## config.mk

```make
export PLATFORM = sky130hd
export DESIGN_NAME = ubs_uart_baud
export DESIGN_NICKNAME = d
export VERILOG_FILES = /design/src/rtl/ubs_pkg.sv /design/src/rtl/ubs_uart_baud.sv
export SDC_FILE = /design/constraint.sdc
export NUM_CORES = 1
export LEC_CHECK = 0
export BUFFER_PORTS_ARGS = -buffer_cell sky130_fd_sc_hd__buf_2
export CAP_MARGIN = 10
export CORE_ASPECT_RATIO = 1.2
export CORE_MARGIN = 1.5
export CORE_UTILIZATION = 57
export CTS_CLUSTER_SIZE = 8
export DETAILED_ROUTE_END_ITERATION = 8
export PLACE_DENSITY = 0.82
export SYNTH_ARGS = -nofsm -noshare
export SYNTH_HDL_FRONTEND = slang
export SYNTH_SLANG_ARGS = --single-unit
export TNS_END_PERCENT = 5
```

## constraint.sdc

```tcl
create_clock -name clk_sys_in -period 2.8 [get_ports clk_sys_in]
set_input_delay 0.42 -clock clk_sys_in [delete_from_list [all_inputs] [get_ports clk_sys_in]]
set_output_delay 0.42 -clock clk_sys_in [all_outputs]
set_load 0.02 [all_outputs]
```

## src/rtl/ubs_pkg.sv

```systemverilog
// Constants shared by the serial rate and mode 0 shift logic.
// Assumes one CPU clock per state, six states to a machine cycle.
package ubs_pkg;
    // ----------------------------------------
    // Register byte offsets on the bus
    // ----------------------------------------
    localparam logic [4:0] OFS_SERIAL_BUFFER = 5'h00;
    localparam logic [4:0] OFS_SERIAL_CONTROL = 5'h04;
    localparam logic [4:0] OFS_STATUS = 5'h08;
    localparam logic [4:0] OFS_POWER_CONTROL = 5'h0c;
    localparam logic [4:0] OFS_IRQ_MASK = 5'h10;
    localparam logic [4:0] OFS_TIMER_MODE = 5'h14;
    localparam logic [4:0] OFS_TIMER_LOW = 5'h18;
    localparam logic [4:0] OFS_TIMER_HIGH = 5'h1c;

    // ----------------------------------------
    // Field positions
    // ----------------------------------------
    localparam int CTL_MODE_LO = 0;    // Serial mode, bits 1:0
    localparam int CTL_RX_EN = 4;      // Receive enable
    localparam int CTL_TIMER_RUN = 6;  // Timer 1 run
    localparam int STS_TX_DONE = 0;    // Transmit done, write one to clear
    localparam int STS_RX_DONE = 1;    // Receive done, write one to clear
    localparam int PWR_RATE_DOUBLE = 7;
    localparam int TMD_GATE = 7;
    localparam int TMD_COUNTER = 6;
    localparam int TMD_MODE_LO = 4;    // Timer mode, bits 5:4

    // ----------------------------------------
    // Reset values
    // ----------------------------------------
    localparam logic [7:0] RST_SERIAL_CONTROL = 8'h00;
    localparam logic [7:0] RST_POWER_CONTROL = 8'h00;
    localparam logic [7:0] RST_TIMER_MODE = 8'h20;   // Timer, auto-reload
    localparam logic [1:0] RST_IRQ_MASK = 2'h0;
    localparam logic [7:0] RX_INIT_PATTERN = 8'hfe;

    // ----------------------------------------
    // Timing counts in CPU clocks and states
    // ----------------------------------------
    localparam int STATES_PER_CYCLE = 6;
    localparam logic [2:0] ST_S1 = 3'h0;
    localparam logic [2:0] ST_S3 = 3'h2;
    localparam logic [2:0] ST_S5 = 3'h4;
    localparam logic [2:0] ST_S6 = 3'h5;
    localparam logic [4:0] DIV_SLOW_LAST = 5'h1f;  // Divide by 32
    localparam logic [4:0] DIV_FAST_LAST = 5'h0f;  // Divide by 16

    typedef enum logic [1:0] {UBS_MODE0, UBS_MODE1, UBS_MODE2, UBS_MODE3} ubs_mode_t;
endpackage

```

## src/rtl/ubs_uart_baud.sv

```systemverilog
// Serial port rate generation and mode 0 synchronous shift engine.
// Assumes an Avalon-MM master on clk_sys_in, and pins synchronised here.
//
// Our own choices: register access over Avalon-MM and the placing of the registers.
`timescale 1ns/100ps
`default_nettype none

module ubs_uart_baud (
    input wire logic clk_sys_in,
    input wire logic rst_in,
    input wire logic [4:0] avs_address_in,
    input wire logic avs_read_in,
    input wire logic avs_write_in,
    input wire logic [31:0] avs_writedata_in,
    input wire logic [3:0] avs_byteenable_in,
    output logic [31:0] avs_readdata_out,
    output logic avs_waitrequest_out,
    input wire logic port_line_data_in,
    output logic port_line_data_out,
    output logic port_line_data_oe_out,
    output logic port_line_clock_out,
    input wire logic timer_count_pin_in,
    input wire logic timer_gate_pin_in,
    output logic baud_tick_out,
    output logic irq_out
);
    import ubs_pkg::*;

    // ----------------------------------------
    // Register state
    // ----------------------------------------
    logic [7:0] serial_control_reg_q;
    logic [7:0] power_control_reg_q;
    logic [7:0] timer_mode_reg_q;
    logic [7:0] timer_low_byte_q;
    logic [7:0] timer_high_byte_q;
    logic [1:0] irq_mask_q;
    logic transmit_done_flag_q;
    logic receive_done_flag_q;
    logic [7:0] serial_buffer_rx_q;
    logic [31:0] readdata_q;
    logic waitreq_q;
    logic bus_req;
    logic bus_wr;
    logic bus_rd;
    logic lane0;
    logic rate_double;
    ubs_mode_t mode;

    assign bus_req = avs_read_in | avs_write_in;
    assign bus_wr = avs_write_in & ~waitreq_q;
    assign bus_rd = avs_read_in & ~waitreq_q;
    assign lane0 = avs_byteenable_in[0];
    assign rate_double = power_control_reg_q[PWR_RATE_DOUBLE];
    assign mode = ubs_mode_t'(serial_control_reg_q[CTL_MODE_LO +: 2]);

    // Decode used by every register write
    function automatic logic wr_hit(input logic [4:0] ofs);
        wr_hit = bus_wr && lane0 && (avs_address_in == ofs);
    endfunction

    // ----------------------------------------
    // Bus slave: one wait state
    // ----------------------------------------
    // Waitrequest low one cycle after a request
    always_ff @(posedge clk_sys_in) begin
        if (rst_in) begin
            waitreq_q <= 1'b1;
        end else begin
            waitreq_q <= ~(bus_req & waitreq_q);
        end
    end

    // Read data caught early, stands at taking edge
    always_ff @(posedge clk_sys_in) begin
        if (rst_in) begin
            readdata_q <= 32'h0;
        end else if (avs_read_in && waitreq_q) begin
            unique case (avs_address_in)
                OFS_SERIAL_BUFFER: readdata_q <= {24'h0, serial_buffer_rx_q};
                OFS_SERIAL_CONTROL: readdata_q <= {24'h0, serial_control_reg_q};
                OFS_STATUS: readdata_q <= {30'h0, receive_done_flag_q, transmit_done_flag_q};
                OFS_POWER_CONTROL: readdata_q <= {24'h0, power_control_reg_q};
                OFS_IRQ_MASK: readdata_q <= {30'h0, irq_mask_q};
                OFS_TIMER_MODE: readdata_q <= {24'h0, timer_mode_reg_q};
                OFS_TIMER_LOW: readdata_q <= {24'h0, timer_low_byte_q};
                OFS_TIMER_HIGH: readdata_q <= {24'h0, timer_high_byte_q};
                default: readdata_q <= 32'h0;  // Unmapped reads as zero
            endcase
        end
    end

    // Plain control registers
    always_ff @(posedge clk_sys_in) begin
        if (rst_in) begin
            serial_control_reg_q <= RST_SERIAL_CONTROL;
            power_control_reg_q <= RST_POWER_CONTROL;
            timer_mode_reg_q <= RST_TIMER_MODE;
            irq_mask_q <= RST_IRQ_MASK;
        end else begin
            if (wr_hit(OFS_SERIAL_CONTROL)) begin
                serial_control_reg_q <= avs_writedata_in[7:0];
            end
            if (wr_hit(OFS_POWER_CONTROL)) begin
                power_control_reg_q <= avs_writedata_in[7:0];
            end
            if (wr_hit(OFS_TIMER_MODE)) begin
                timer_mode_reg_q <= avs_writedata_in[7:0];
            end
            if (wr_hit(OFS_IRQ_MASK)) begin
                irq_mask_q <= avs_writedata_in[1:0];
            end
        end
    end

    // ----------------------------------------
    // Machine cycle sequencer, S1..S6 one clock each
    // ----------------------------------------
    logic [2:0] state_q;
    logic at_s1;
    logic at_s5;
    logic at_s6;

    always_ff @(posedge clk_sys_in) begin
        if (rst_in) begin
            state_q <= ST_S1;
        end else if (state_q == ST_S6) begin
            state_q <= ST_S1;
        end else begin
            state_q <= state_q + 3'h1;
        end
    end
    assign at_s1 = (state_q == ST_S1);
    assign at_s5 = (state_q == ST_S5);
    assign at_s6 = (state_q == ST_S6);

    // ----------------------------------------
    // Pin synchronisers
    // ----------------------------------------
    logic [1:0] data_sync_q;
    logic [1:0] count_sync_q;
    logic [1:0] gate_sync_q;
    logic count_prev_q;

    always_ff @(posedge clk_sys_in) begin
        if (rst_in) begin
            data_sync_q <= 2'b11;
            count_sync_q <= 2'b11;
            gate_sync_q <= 2'b11;
            count_prev_q <= 1'b1;
        end else begin
            data_sync_q <= {data_sync_q[0], port_line_data_in};
            count_sync_q <= {count_sync_q[0], timer_count_pin_in};
            gate_sync_q <= {gate_sync_q[0], timer_gate_pin_in};
            count_prev_q <= count_sync_q[1];
        end
    end

    // ----------------------------------------
    // Timer 1
    // ----------------------------------------
    logic t1_run;
    logic t1_inc;
    logic t1_ovf;
    logic [1:0] t1_mode;

    assign t1_mode = timer_mode_reg_q[TMD_MODE_LO +: 2];
    assign t1_run = serial_control_reg_q[CTL_TIMER_RUN]
                    & (~timer_mode_reg_q[TMD_GATE] | gate_sync_q[1])
                    & (t1_mode != 2'h3);  // Mode 3 holds the timer
    // timer or counter source; counter takes falling pin edges
    assign t1_inc = t1_run & (timer_mode_reg_q[TMD_COUNTER] ? (count_prev_q & ~count_sync_q[1]) : at_s6);

    // Overflow in each running mode
    always_comb begin
        unique case (t1_mode)
            2'h0: t1_ovf = t1_inc && (timer_high_byte_q == 8'hff) && (timer_low_byte_q[4:0] == 5'h1f);
            2'h1: t1_ovf = t1_inc && (timer_high_byte_q == 8'hff) && (timer_low_byte_q == 8'hff);
            2'h2: t1_ovf = t1_inc && (timer_low_byte_q == 8'hff);
            2'h3: t1_ovf = 1'b0;
        endcase
    end

    // Counting; a bus write to a byte wins over the count
    always_ff @(posedge clk_sys_in) begin
        if (rst_in) begin
            timer_low_byte_q <= 8'h00;
            timer_high_byte_q <= 8'h00;
        end else begin
            if (t1_inc) begin
                unique case (t1_mode)
                    2'h0: begin
                        timer_low_byte_q <= {3'h0, timer_low_byte_q[4:0] + 5'h01};
                        if (timer_low_byte_q[4:0] == 5'h1f) begin
                            timer_high_byte_q <= timer_high_byte_q + 8'h01;
                        end
                    end
                    2'h1: begin
                        timer_low_byte_q <= timer_low_byte_q + 8'h01;
                        if (timer_low_byte_q == 8'hff) begin
                            timer_high_byte_q <= timer_high_byte_q + 8'h01;
                        end
                    end
                    // reload low from high, high kept
                    2'h2: timer_low_byte_q <= t1_ovf ? timer_high_byte_q : timer_low_byte_q + 8'h01;
                    2'h3: timer_low_byte_q <= timer_low_byte_q;
                endcase
            end
            if (wr_hit(OFS_TIMER_LOW)) begin
                timer_low_byte_q <= avs_writedata_in[7:0];
            end
            if (wr_hit(OFS_TIMER_HIGH)) begin
                timer_high_byte_q <= avs_writedata_in[7:0];
            end
        end
    end

    // ----------------------------------------
    // Bit rate tick for the framed modes
    // ----------------------------------------
    logic [4:0] div_q;
    logic div_step;
    logic [4:0] div_last;
    logic div_wrap;

    // mode 2 counts clocks; modes 1,3 count overflows
    assign div_step = (mode == UBS_MODE2) ? 1'b1 : (mode != UBS_MODE0) & t1_ovf;
    // divide by 32, or 16 when doubled
    assign div_last = rate_double ? DIV_FAST_LAST : DIV_SLOW_LAST;
    assign div_wrap = div_step && (div_q >= div_last);

    always_ff @(posedge clk_sys_in) begin
        if (rst_in) begin
            div_q <= 5'h00;
            baud_tick_out <= 1'b0;
        end else begin
            if (div_step) begin
                div_q <= div_wrap ? 5'h00 : div_q + 5'h01;
            end
            // mode 0 ticks every machine cycle
            baud_tick_out <= (mode == UBS_MODE0) ? at_s6 : div_wrap;
        end
    end

    // ----------------------------------------
    // Mode 0 transmit
    // ----------------------------------------
    logic tx_pend_q;
    logic tx_arm_q;
    logic tx_arm2_q;
    logic send_q;
    logic [8:0] tx_shift_q;
    logic tx_finish;
    logic buf_wr;

    // buffer write loads the transmit side
    assign buf_wr = wr_hit(OFS_SERIAL_BUFFER);
    // only the marker left: shifts done
    assign tx_finish = at_s1 && send_q && (tx_shift_q == 9'h001);

    always_ff @(posedge clk_sys_in) begin
        if (rst_in) begin
            tx_pend_q <= 1'b0;
            tx_arm_q <= 1'b0;
            tx_arm2_q <= 1'b0;
            send_q <= 1'b0;
            tx_shift_q <= 9'h000;
        end else begin
            if (buf_wr && mode == UBS_MODE0) begin
                tx_pend_q <= 1'b1;
                tx_shift_q <= {1'b1, avs_writedata_in[7:0]};
            end else if (at_s6 && tx_pend_q) begin
                // taken at S6, ninth bit marker in place
                tx_pend_q <= 1'b0;
                tx_arm_q <= 1'b1;
            end else if (at_s6 && send_q) begin
                tx_shift_q <= {1'b0, tx_shift_q[8:1]};
            end
            // one whole machine cycle before send
            if (at_s6 && tx_arm_q && !tx_pend_q) begin
                tx_arm_q <= 1'b0;
                tx_arm2_q <= 1'b1;
            end
            if (at_s1 && tx_arm2_q) begin
                tx_arm2_q <= 1'b0;
                send_q <= 1'b1;
            end else if (tx_finish) begin
                send_q <= 1'b0;
            end
        end
    end

    // ----------------------------------------
    // Mode 0 receive
    // ----------------------------------------
    logic rx_req_q;
    logic recv_q;
    logic rx_bit_q;
    logic rx_last_q;
    logic [7:0] rx_shift_q;
    logic rx_finish;

    assign rx_finish = at_s1 && recv_q && rx_last_q;

    always_ff @(posedge clk_sys_in) begin
        if (rst_in) begin
            rx_req_q <= 1'b0;
            recv_q <= 1'b0;
            rx_bit_q <= 1'b1;
            rx_last_q <= 1'b0;
            rx_shift_q <= 8'hff;
            serial_buffer_rx_q <= 8'h00;
        end else begin
            // enabled and done clear starts it
            if (at_s1 && !rx_req_q && !recv_q && !send_q && mode == UBS_MODE0
                && serial_control_reg_q[CTL_RX_EN] && !receive_done_flag_q) begin
                rx_req_q <= 1'b1;
            end
            if (at_s5) begin
                rx_bit_q <= data_sync_q[1];
            end
            if (at_s6 && rx_req_q) begin
                // preset pattern, active from next state
                rx_req_q <= 1'b0;
                rx_shift_q <= RX_INIT_PATTERN;
                recv_q <= 1'b1;
            end else if (at_s6 && recv_q && !rx_last_q) begin
                // left shift, new bit on the right
                rx_shift_q <= {rx_shift_q[6:0], rx_bit_q};
                // zero at the left: last shift loads buffer
                if (!rx_shift_q[7]) begin
                    rx_last_q <= 1'b1;
                    serial_buffer_rx_q <= {rx_shift_q[6:0], rx_bit_q};
                end
            end
            if (rx_finish) begin
                recv_q <= 1'b0;
                rx_last_q <= 1'b0;
            end
        end
    end

    // ----------------------------------------
    // Done flags and interrupt; a set wins over a clear
    // ----------------------------------------
    logic sts_clr;

    assign sts_clr = wr_hit(OFS_STATUS);

    always_ff @(posedge clk_sys_in) begin
        if (rst_in) begin
            transmit_done_flag_q <= 1'b0;
            receive_done_flag_q <= 1'b0;
            irq_out <= 1'b0;
        end else begin
            if (tx_finish) begin
                transmit_done_flag_q <= 1'b1;
            end else if (sts_clr && avs_writedata_in[STS_TX_DONE]) begin
                transmit_done_flag_q <= 1'b0;
            end
            if (rx_finish) begin
                receive_done_flag_q <= 1'b1;
            end else if (sts_clr && avs_writedata_in[STS_RX_DONE]) begin
                receive_done_flag_q <= 1'b0;
            end
            irq_out <= |({receive_done_flag_q, transmit_done_flag_q} & irq_mask_q);
        end
    end

    // ----------------------------------------
    // Pin drive, registered; idle lines rest high
    // ----------------------------------------
    always_ff @(posedge clk_sys_in) begin
        if (rst_in) begin
            port_line_clock_out <= 1'b1;
            port_line_data_out <= 1'b1;
            port_line_data_oe_out <= 1'b0;
        end else begin
            port_line_clock_out <= ~((send_q | recv_q) && state_q >= ST_S3 && state_q <= ST_S5);
            port_line_data_out <= send_q ? tx_shift_q[0] : 1'b1;
            port_line_data_oe_out <= send_q;
        end
    end

    assign avs_readdata_out = readdata_q;
    assign avs_waitrequest_out = waitreq_q;
endmodule

`default_nettype wire

```

==> results of run 1 <==
[path summary, 6_finish.rpt]
check / cells after the start / slack, ns / from / end
setup / recovery: 7 / 0.44 / timer_low_byte_q[0] / timer_low_byte_q[5]
hold / removal: 2 / 0.23 / timer_count_pin_in / count_sync_q[0]
hold reg to reg: 1 / 0.42 / gate_sync_q[0] / gate_sync_q[1]
setup reg to reg: 7 / 0.44 / timer_low_byte_q[0] / timer_low_byte_q[5]
[kinds of logic after synthesis]
logic type	Yosys count	synth area share [%]
DFF	106	39.4
muxes	9	1.72
buffers and inverters	77	7.41
other	1	0.0696
adders and majority gates	12	2.79
xor gates and xnor gates	12	1.95
and+or+nand+nor	279	25.9
AOI/OAI and AO/OA	156	20.7
[cells in the final DEF, fill, tap and decap left out, types with 5 or more instances in the layout]
cell / n
nand4_1: 9
xor2_1: 7
nor3_1: 7
ha_1: 12
a21oi_1: 53
inv_1: 14
buf_2: 34
o211ai_1: 5
and3_1: 13
nand3_1: 54
nor4_1: 5
or2_2: 7
nand2_1: 94
a311oi_1: 8
nor2b_1: 10
dfxtp_1: 106
mux2i_1: 7
a31oi_1: 6
a211oi_1: 9
or3_1: 6
a22oi_1: 24
nor2_1: 44
a31o_2: 9
conb_1: 24
o21ai_0: 9
clkbuf_8: 10
buf_4: 12
xnor2_1: 5
[synth_stat cells, drive strengths merged (4+ instances only)]
cell type and number:
a221oi 4, or2 7, inv 14, buf 38, a211oi 9, a22oi 24
nor2 44, o211ai 5, xnor2 5, dfxtp 106, ha 12, nand3 58
a31o 10, nor4 5, nand4 9, and2 4, clkbuf 25, nor2b 10
and3 15, o21ai 9, a31oi 6, mux2i 7, nand2 94, a311oi 8
or3 7, nor3 11, a21oi 53, xor2 7
[registers in the layout (all words and copies together) (netlist names), 8 cells and up]
| signal | flops |
|---|---|
| avs_readdata_out | 8 |
| power_control_reg_q | 8 |
| rx_shift_q | 8 |
| serial_buffer_rx_q | 8 |
| serial_control_reg_q | 8 |
| timer_high_byte_q | 8 |
| timer_low_byte_q | 8 |
| timer_mode_reg_q | 8 |
| tx_shift_q | 9 |
[worst reg2reg max path, delay by kind of cell, from the launching register on]
| family | cells | cell delay [ns] |
|---|---|---|
| AO/OA/AOI/OAI | 3 | 0.83 |
| AND/OR/NAND/NOR | 2 | 0.54 |
| flip-flops | 1 | 0.51 |
| adder cells (fa/ha/maj) | 1 | 0.25 |
| buffers and inverters | 1 | 0.17 |
[metal layers]
| metal | share of wire [%] | track usage, % |
|---|---|---|
| met4 | 4.4 | 16.3 |
| met1 | 39 | 34.7 |
| met3 | 7.5 | 4.08 |
| met5 | 0 | 0 |
| met2 | 49 | 49.4 |
[power groups by stage]
| stage | clock network [uW] | logic (uW) | registers, uW |
|---|---|---|---|
| 3_3_place_gp | 0 | 155 | 1560 |
| 3_5_place_dp | 0 | 158 | 1560 |
| 2_1_floorplan | 0 | 130 | 1560 |
| 6_report | 1150 | 162 | 1530 |
| 5_1_grt | 1220 | 177 | 1530 |
| 4_1_cts | 1150 | 159 | 1530 |
[through the flow]
| step | util, % | cell area [sq um] |
|---|---|---|
| 2_1_floorplan | - | 5470 |
| 3_3_place_gp | 60.9 | 5560 |
| 3_5_place_dp | 60.9 | 5560 |
| 4_1_cts | 63.6 | 5810 |
| 5_1_grt | 63.6 | 5810 |
| 6_report | 63.6 | 5810 |
[cell type report]
cell class	instances	share of cell area [%]
Clock buffer	10	2.37
Clock inverter	6	1.92
Inverter	14	0.905
Multi-Input combinational cell	492	50.9
Sequential cell	106	36.5
Tap cell	120	2.59
Timing Repair Buffer	47	4.83
==> metrics.txt, run 1 <==
EDFF count, synth 0; die outline area between 0.01 and 0.015 sq mm; Setup TNS 0 ns; nature of the critical path startpoint register; cell type with the largest total area after synthesis dfxtp_1; delay-heaviest family, CP compound AO/OA/AOI/OAI gates; Fin. Hold Viols 0; Clock Power Share around two fifths; CTS root buffer clkbuf_8; ratio of cells with drive above 1 in the final layout 14.7%; Unique masters post-synth 70; WP buf/inv 1; crit path DAT ~2.7 ns; Syn Area/Cell roughly 8.3 sq um; register area 0.00212 sq mm; # IOs between 80 and 90; Slew HR 57.1%; Clock Skew around 0.012 ns; Critical Path Slowest Stage Cell o41ai_4; Primary FF master, synth dfxtp_1; Yosys reg bits 106; worst min path class in -> reg; nets 730; WP data required between 3 and 4 ns; Slew Viols, Final 0; final non-filler cell total 795; post-layout min period approximately 2.4 ns; grt total ovfl 0; sw frac between 20% and 30%; FILL cells 792; port bufs 34; post-synthesis cell count 652; post-CTS sizing 0; wire length per cell 17.8 um; Worst setup EP type register; Post-synth ARST share 0%; Setup-failing EPs final 0; PD cells just under 500 mW/mm^2; ANT nets after route 0; postcts setup bufs 0; final worst slack roughly 0.44 ns; Iteration-0 DRC Markers ~610; Least-Margin Pin Slew 0.641 ns; DR vias/cell 6.23; VDD IR max about 0.00047 V; area of the multi-input gates 0.00295 sq mm; dpl ws a little under 0.5 ns; CP Class reg -> reg; Synth area leaders dfxtp_1, nand2_1, nand3_1, a21oi_1, a22oi_1; CTS buffer count 9; row count 38; Internal approximately 2200 uW; fmax 424 MHz; WL final 14,100 um; maxcap violations 0; area of the mapped netlist between 0.005 and 0.006 sq mm; Die H approximately 110 um; Vias 4,955; Reg power frac a little over half; dpl hpwl 9880 um; Leak 0.00217 uW; clk buf depth 2; Core Region between 0.009 and 0.01 sq mm; ant diodes 0; unrepaired setup endpoints after global routing no; status finished, final reports clean; cts hold-fix bufs 0; CTS tree yes; initial antenna violation count 0; clk sink count between 100 and 150; Post-route DRC 0; register area share after synthesis between 30% and 40%; largest net degree at the start of global routing approximately 90; P_sw about 660 uW; total power approximately 2800 uW; power share of the combinational group under 10%; Die Span X about 92 um; fin crit share between 80% and 90%; H-tree depth 3; routability cong. 0.948; clk slew on worst S/H paths 0.11 ns; total track usage between 20% and 30%; first-pass GRT wire length ~22,000 um; clock latency on the worst-skew pair between 0.3 and 0.4 ns; First-pass DRT Iterations 5; delay of the slowest critical-path stage about 0.53 ns; Synthesis Warnings 0; Critical Path Fanout Max 8; Final Hold Slack between 0.2 and 0.25 ns; Initial Util between 50% and 60%; top-area cell type share of the netlist area slightly below 40%; # placed instances 779; vias in the first global route roughly 4,600; CP cell instances ha_1 -> nand3_2 -> o41ai_4 -> and3_2 -> buf_4 -> o2111ai_1 -> o21ai_0; P&R area growth vs syn 7.78%
No activity file was read; power rests on OpenSTA's default activity.
==> run 2, diff against run 1 <==
==> constraint.sdc (replaced) <==
create_clock -name clk_sys_in -period 2.45 [get_ports clk_sys_in]
set_input_delay 0.3675 -clock clk_sys_in [delete_from_list [all_inputs] [get_ports clk_sys_in]]
set_output_delay 0.3675 -clock clk_sys_in [all_outputs]
set_load 0.02 [all_outputs]
==> metrics.txt, run 2 (synthesized netlist as in run 1, its figures left out) <==
postcts setup bufs 0; H-tree depth 3; most common cell after layout, fill and taps aside dfxtp_1; Vias 4,946; wire length per cell approximately 17 um; vias in the first global route between 4,000 and 5,000; cts hold-fix bufs 0; Iteration-0 DRC Markers 596; first-pass GRT wire length 22,200 um; Clock Skew 0.0153 ns; Top reg by flops tx_shift_q; VDD IR max around 0.00048 V; Leak 0.00219 uW; Final Cell Area 0.00581 sq mm; Setup-failing EPs final 0; Setup TNS 0 ns; final worst slack ~0.18 ns; worst min path class in -> reg; row count 38; Initial Util 59.0%; Post-route DRC 0; initial antenna violation count 0; fmax approximately 440 MHz; status finished, final reports clean; maxcap violations 0; max reg flops 9; clk buf depth 2; clk slew on worst S/H paths around 0.1 ns; fin util approximately 64%; Critical Path Fanout Max 6; Die Span X around 90 um; Slew HR between 60% and 70%; WL final ~14,000 um; ant diodes 0; DR vias/cell 6.17; CTS root buffer clkbuf_8; grt total ovfl 0; CP cell instances ha_1 -> nand3_2 -> inv_1 -> ha_1 -> mux2_2 -> o2111ai_2 -> nor4_1 -> xnor2_1 -> a211oi_1; WP data required between 2 and 3 ns; largest net degree at the start of global routing 47; P&R area growth vs syn 7.87%; clock latency on the worst-skew pair 0.39 ns; worst reg2reg startpoint timer_low_byte_q[1]; clk sink count about 110; # IOs 86; ANT nets after route 0; CTS buffer count 9; WP buf/inv 1; total track usage 28.2%; Core Region approximately 0.0091 sq mm; routability cong. roughly 0.97; delay of the slowest critical-path stage around 0.46 ns; First-pass DRT Iterations 6; dpl hpwl slightly below 10,000 um; most frequent CP cell ha_1; dpl ws around 0.19 ns; fin crit share between 90 and 100%; Worst setup EP type register; dpl cell area around 0.0056 sq mm; CP Class reg -> reg; crit path DAT about 2.6 ns; FILL cells roughly 770; PD cells roughly 530 mW/mm^2; unrepaired setup endpoints after global routing no; post-layout min period 2.27 ns; nets 737; Critical Path Slowest Stage Cell dfxtp_1; die outline area between 0.01 and 0.015 sq mm; CP Launch Point timer_low_byte_q[1]; delay-heaviest family, CP simple AND/OR/NAND/NOR gates; total power roughly 3000 uW; most frequent cells in the layout dfxtp_1, nand2_1, nand3_1; CTS tree yes; port bufs 34; ratio of cells with drive above 1 in the final layout around 16%; Least-Margin Pin Slew 0.586 ns; Die H 110 um; Fin. Hold Viols 0; Hold Crit Start timer_count_pin_in; Slew Viols, Final 0; post-CTS sizing 0; nature of the critical path startpoint register
[run 2: changes by cell type in the layout (fill, tap and decap cells not counted), sizes merged]
cell,change
bufinv,-2
buf,+7
clkinvlp,-1
clkinv,+2
clkbuf,+1
[run 2: final cells by class]
type / instances / area (sq um) / share of cell area (%)
Inverter: 14 / 52.6 / 0.904
Clock inverter: 5 / 61.3 / 1.05
Clock buffer: 11 / 151 / 2.60
Multi-Input combinational cell: 492 / 2950 / 50.8
Timing Repair Buffer: 54 / 320 / 5.51
Sequential cell: 106 / 2120 / 36.5
Tap cell: 120 / 150 / 2.58
[run 2: metal layers]
| metal | wire [um] | track usage, % | up-vias | part of all wire, % |
|---|---|---|---|---|
| li1 | - | - | 2355 | - |
| met4 | 633 | 15.8 | 0 | 4.6 |
| met2 | 6710 | 47.3 | 223 | 48 |
| met5 | 0 | 0 | - | 0 |
| met1 | 5430 | 34.4 | 2321 | 39 |
| met3 | 1100 | 4.84 | 47 | 8.0 |
[run 2: worst paths after layout]
check / endpoint / cells after the start / slack (ns)
max: timer_high_byte_q[5] / 9 / 0.18
min: count_sync_q[0] / 2 / 0.16
max reg2reg: timer_high_byte_q[5] / 9 / 0.18
min reg2reg: gate_sync_q[1] / 1 / 0.42
[run 2: per-stage QoR]
stage	hold slack, ns	instances
2_1_floorplan	0.389	675
3_3_place_gp	0.392	786
3_5_place_dp	0.401	786
4_1_cts	0.147	802
5_1_grt	0.158	802
6_report	0.158	802
[run 2: power breakdown]
part	switching, uW	internal, uW	total [uW]
Clock	612	534	1150
Combinational	141	44.2	185
Sequential	11.4	1740	1750
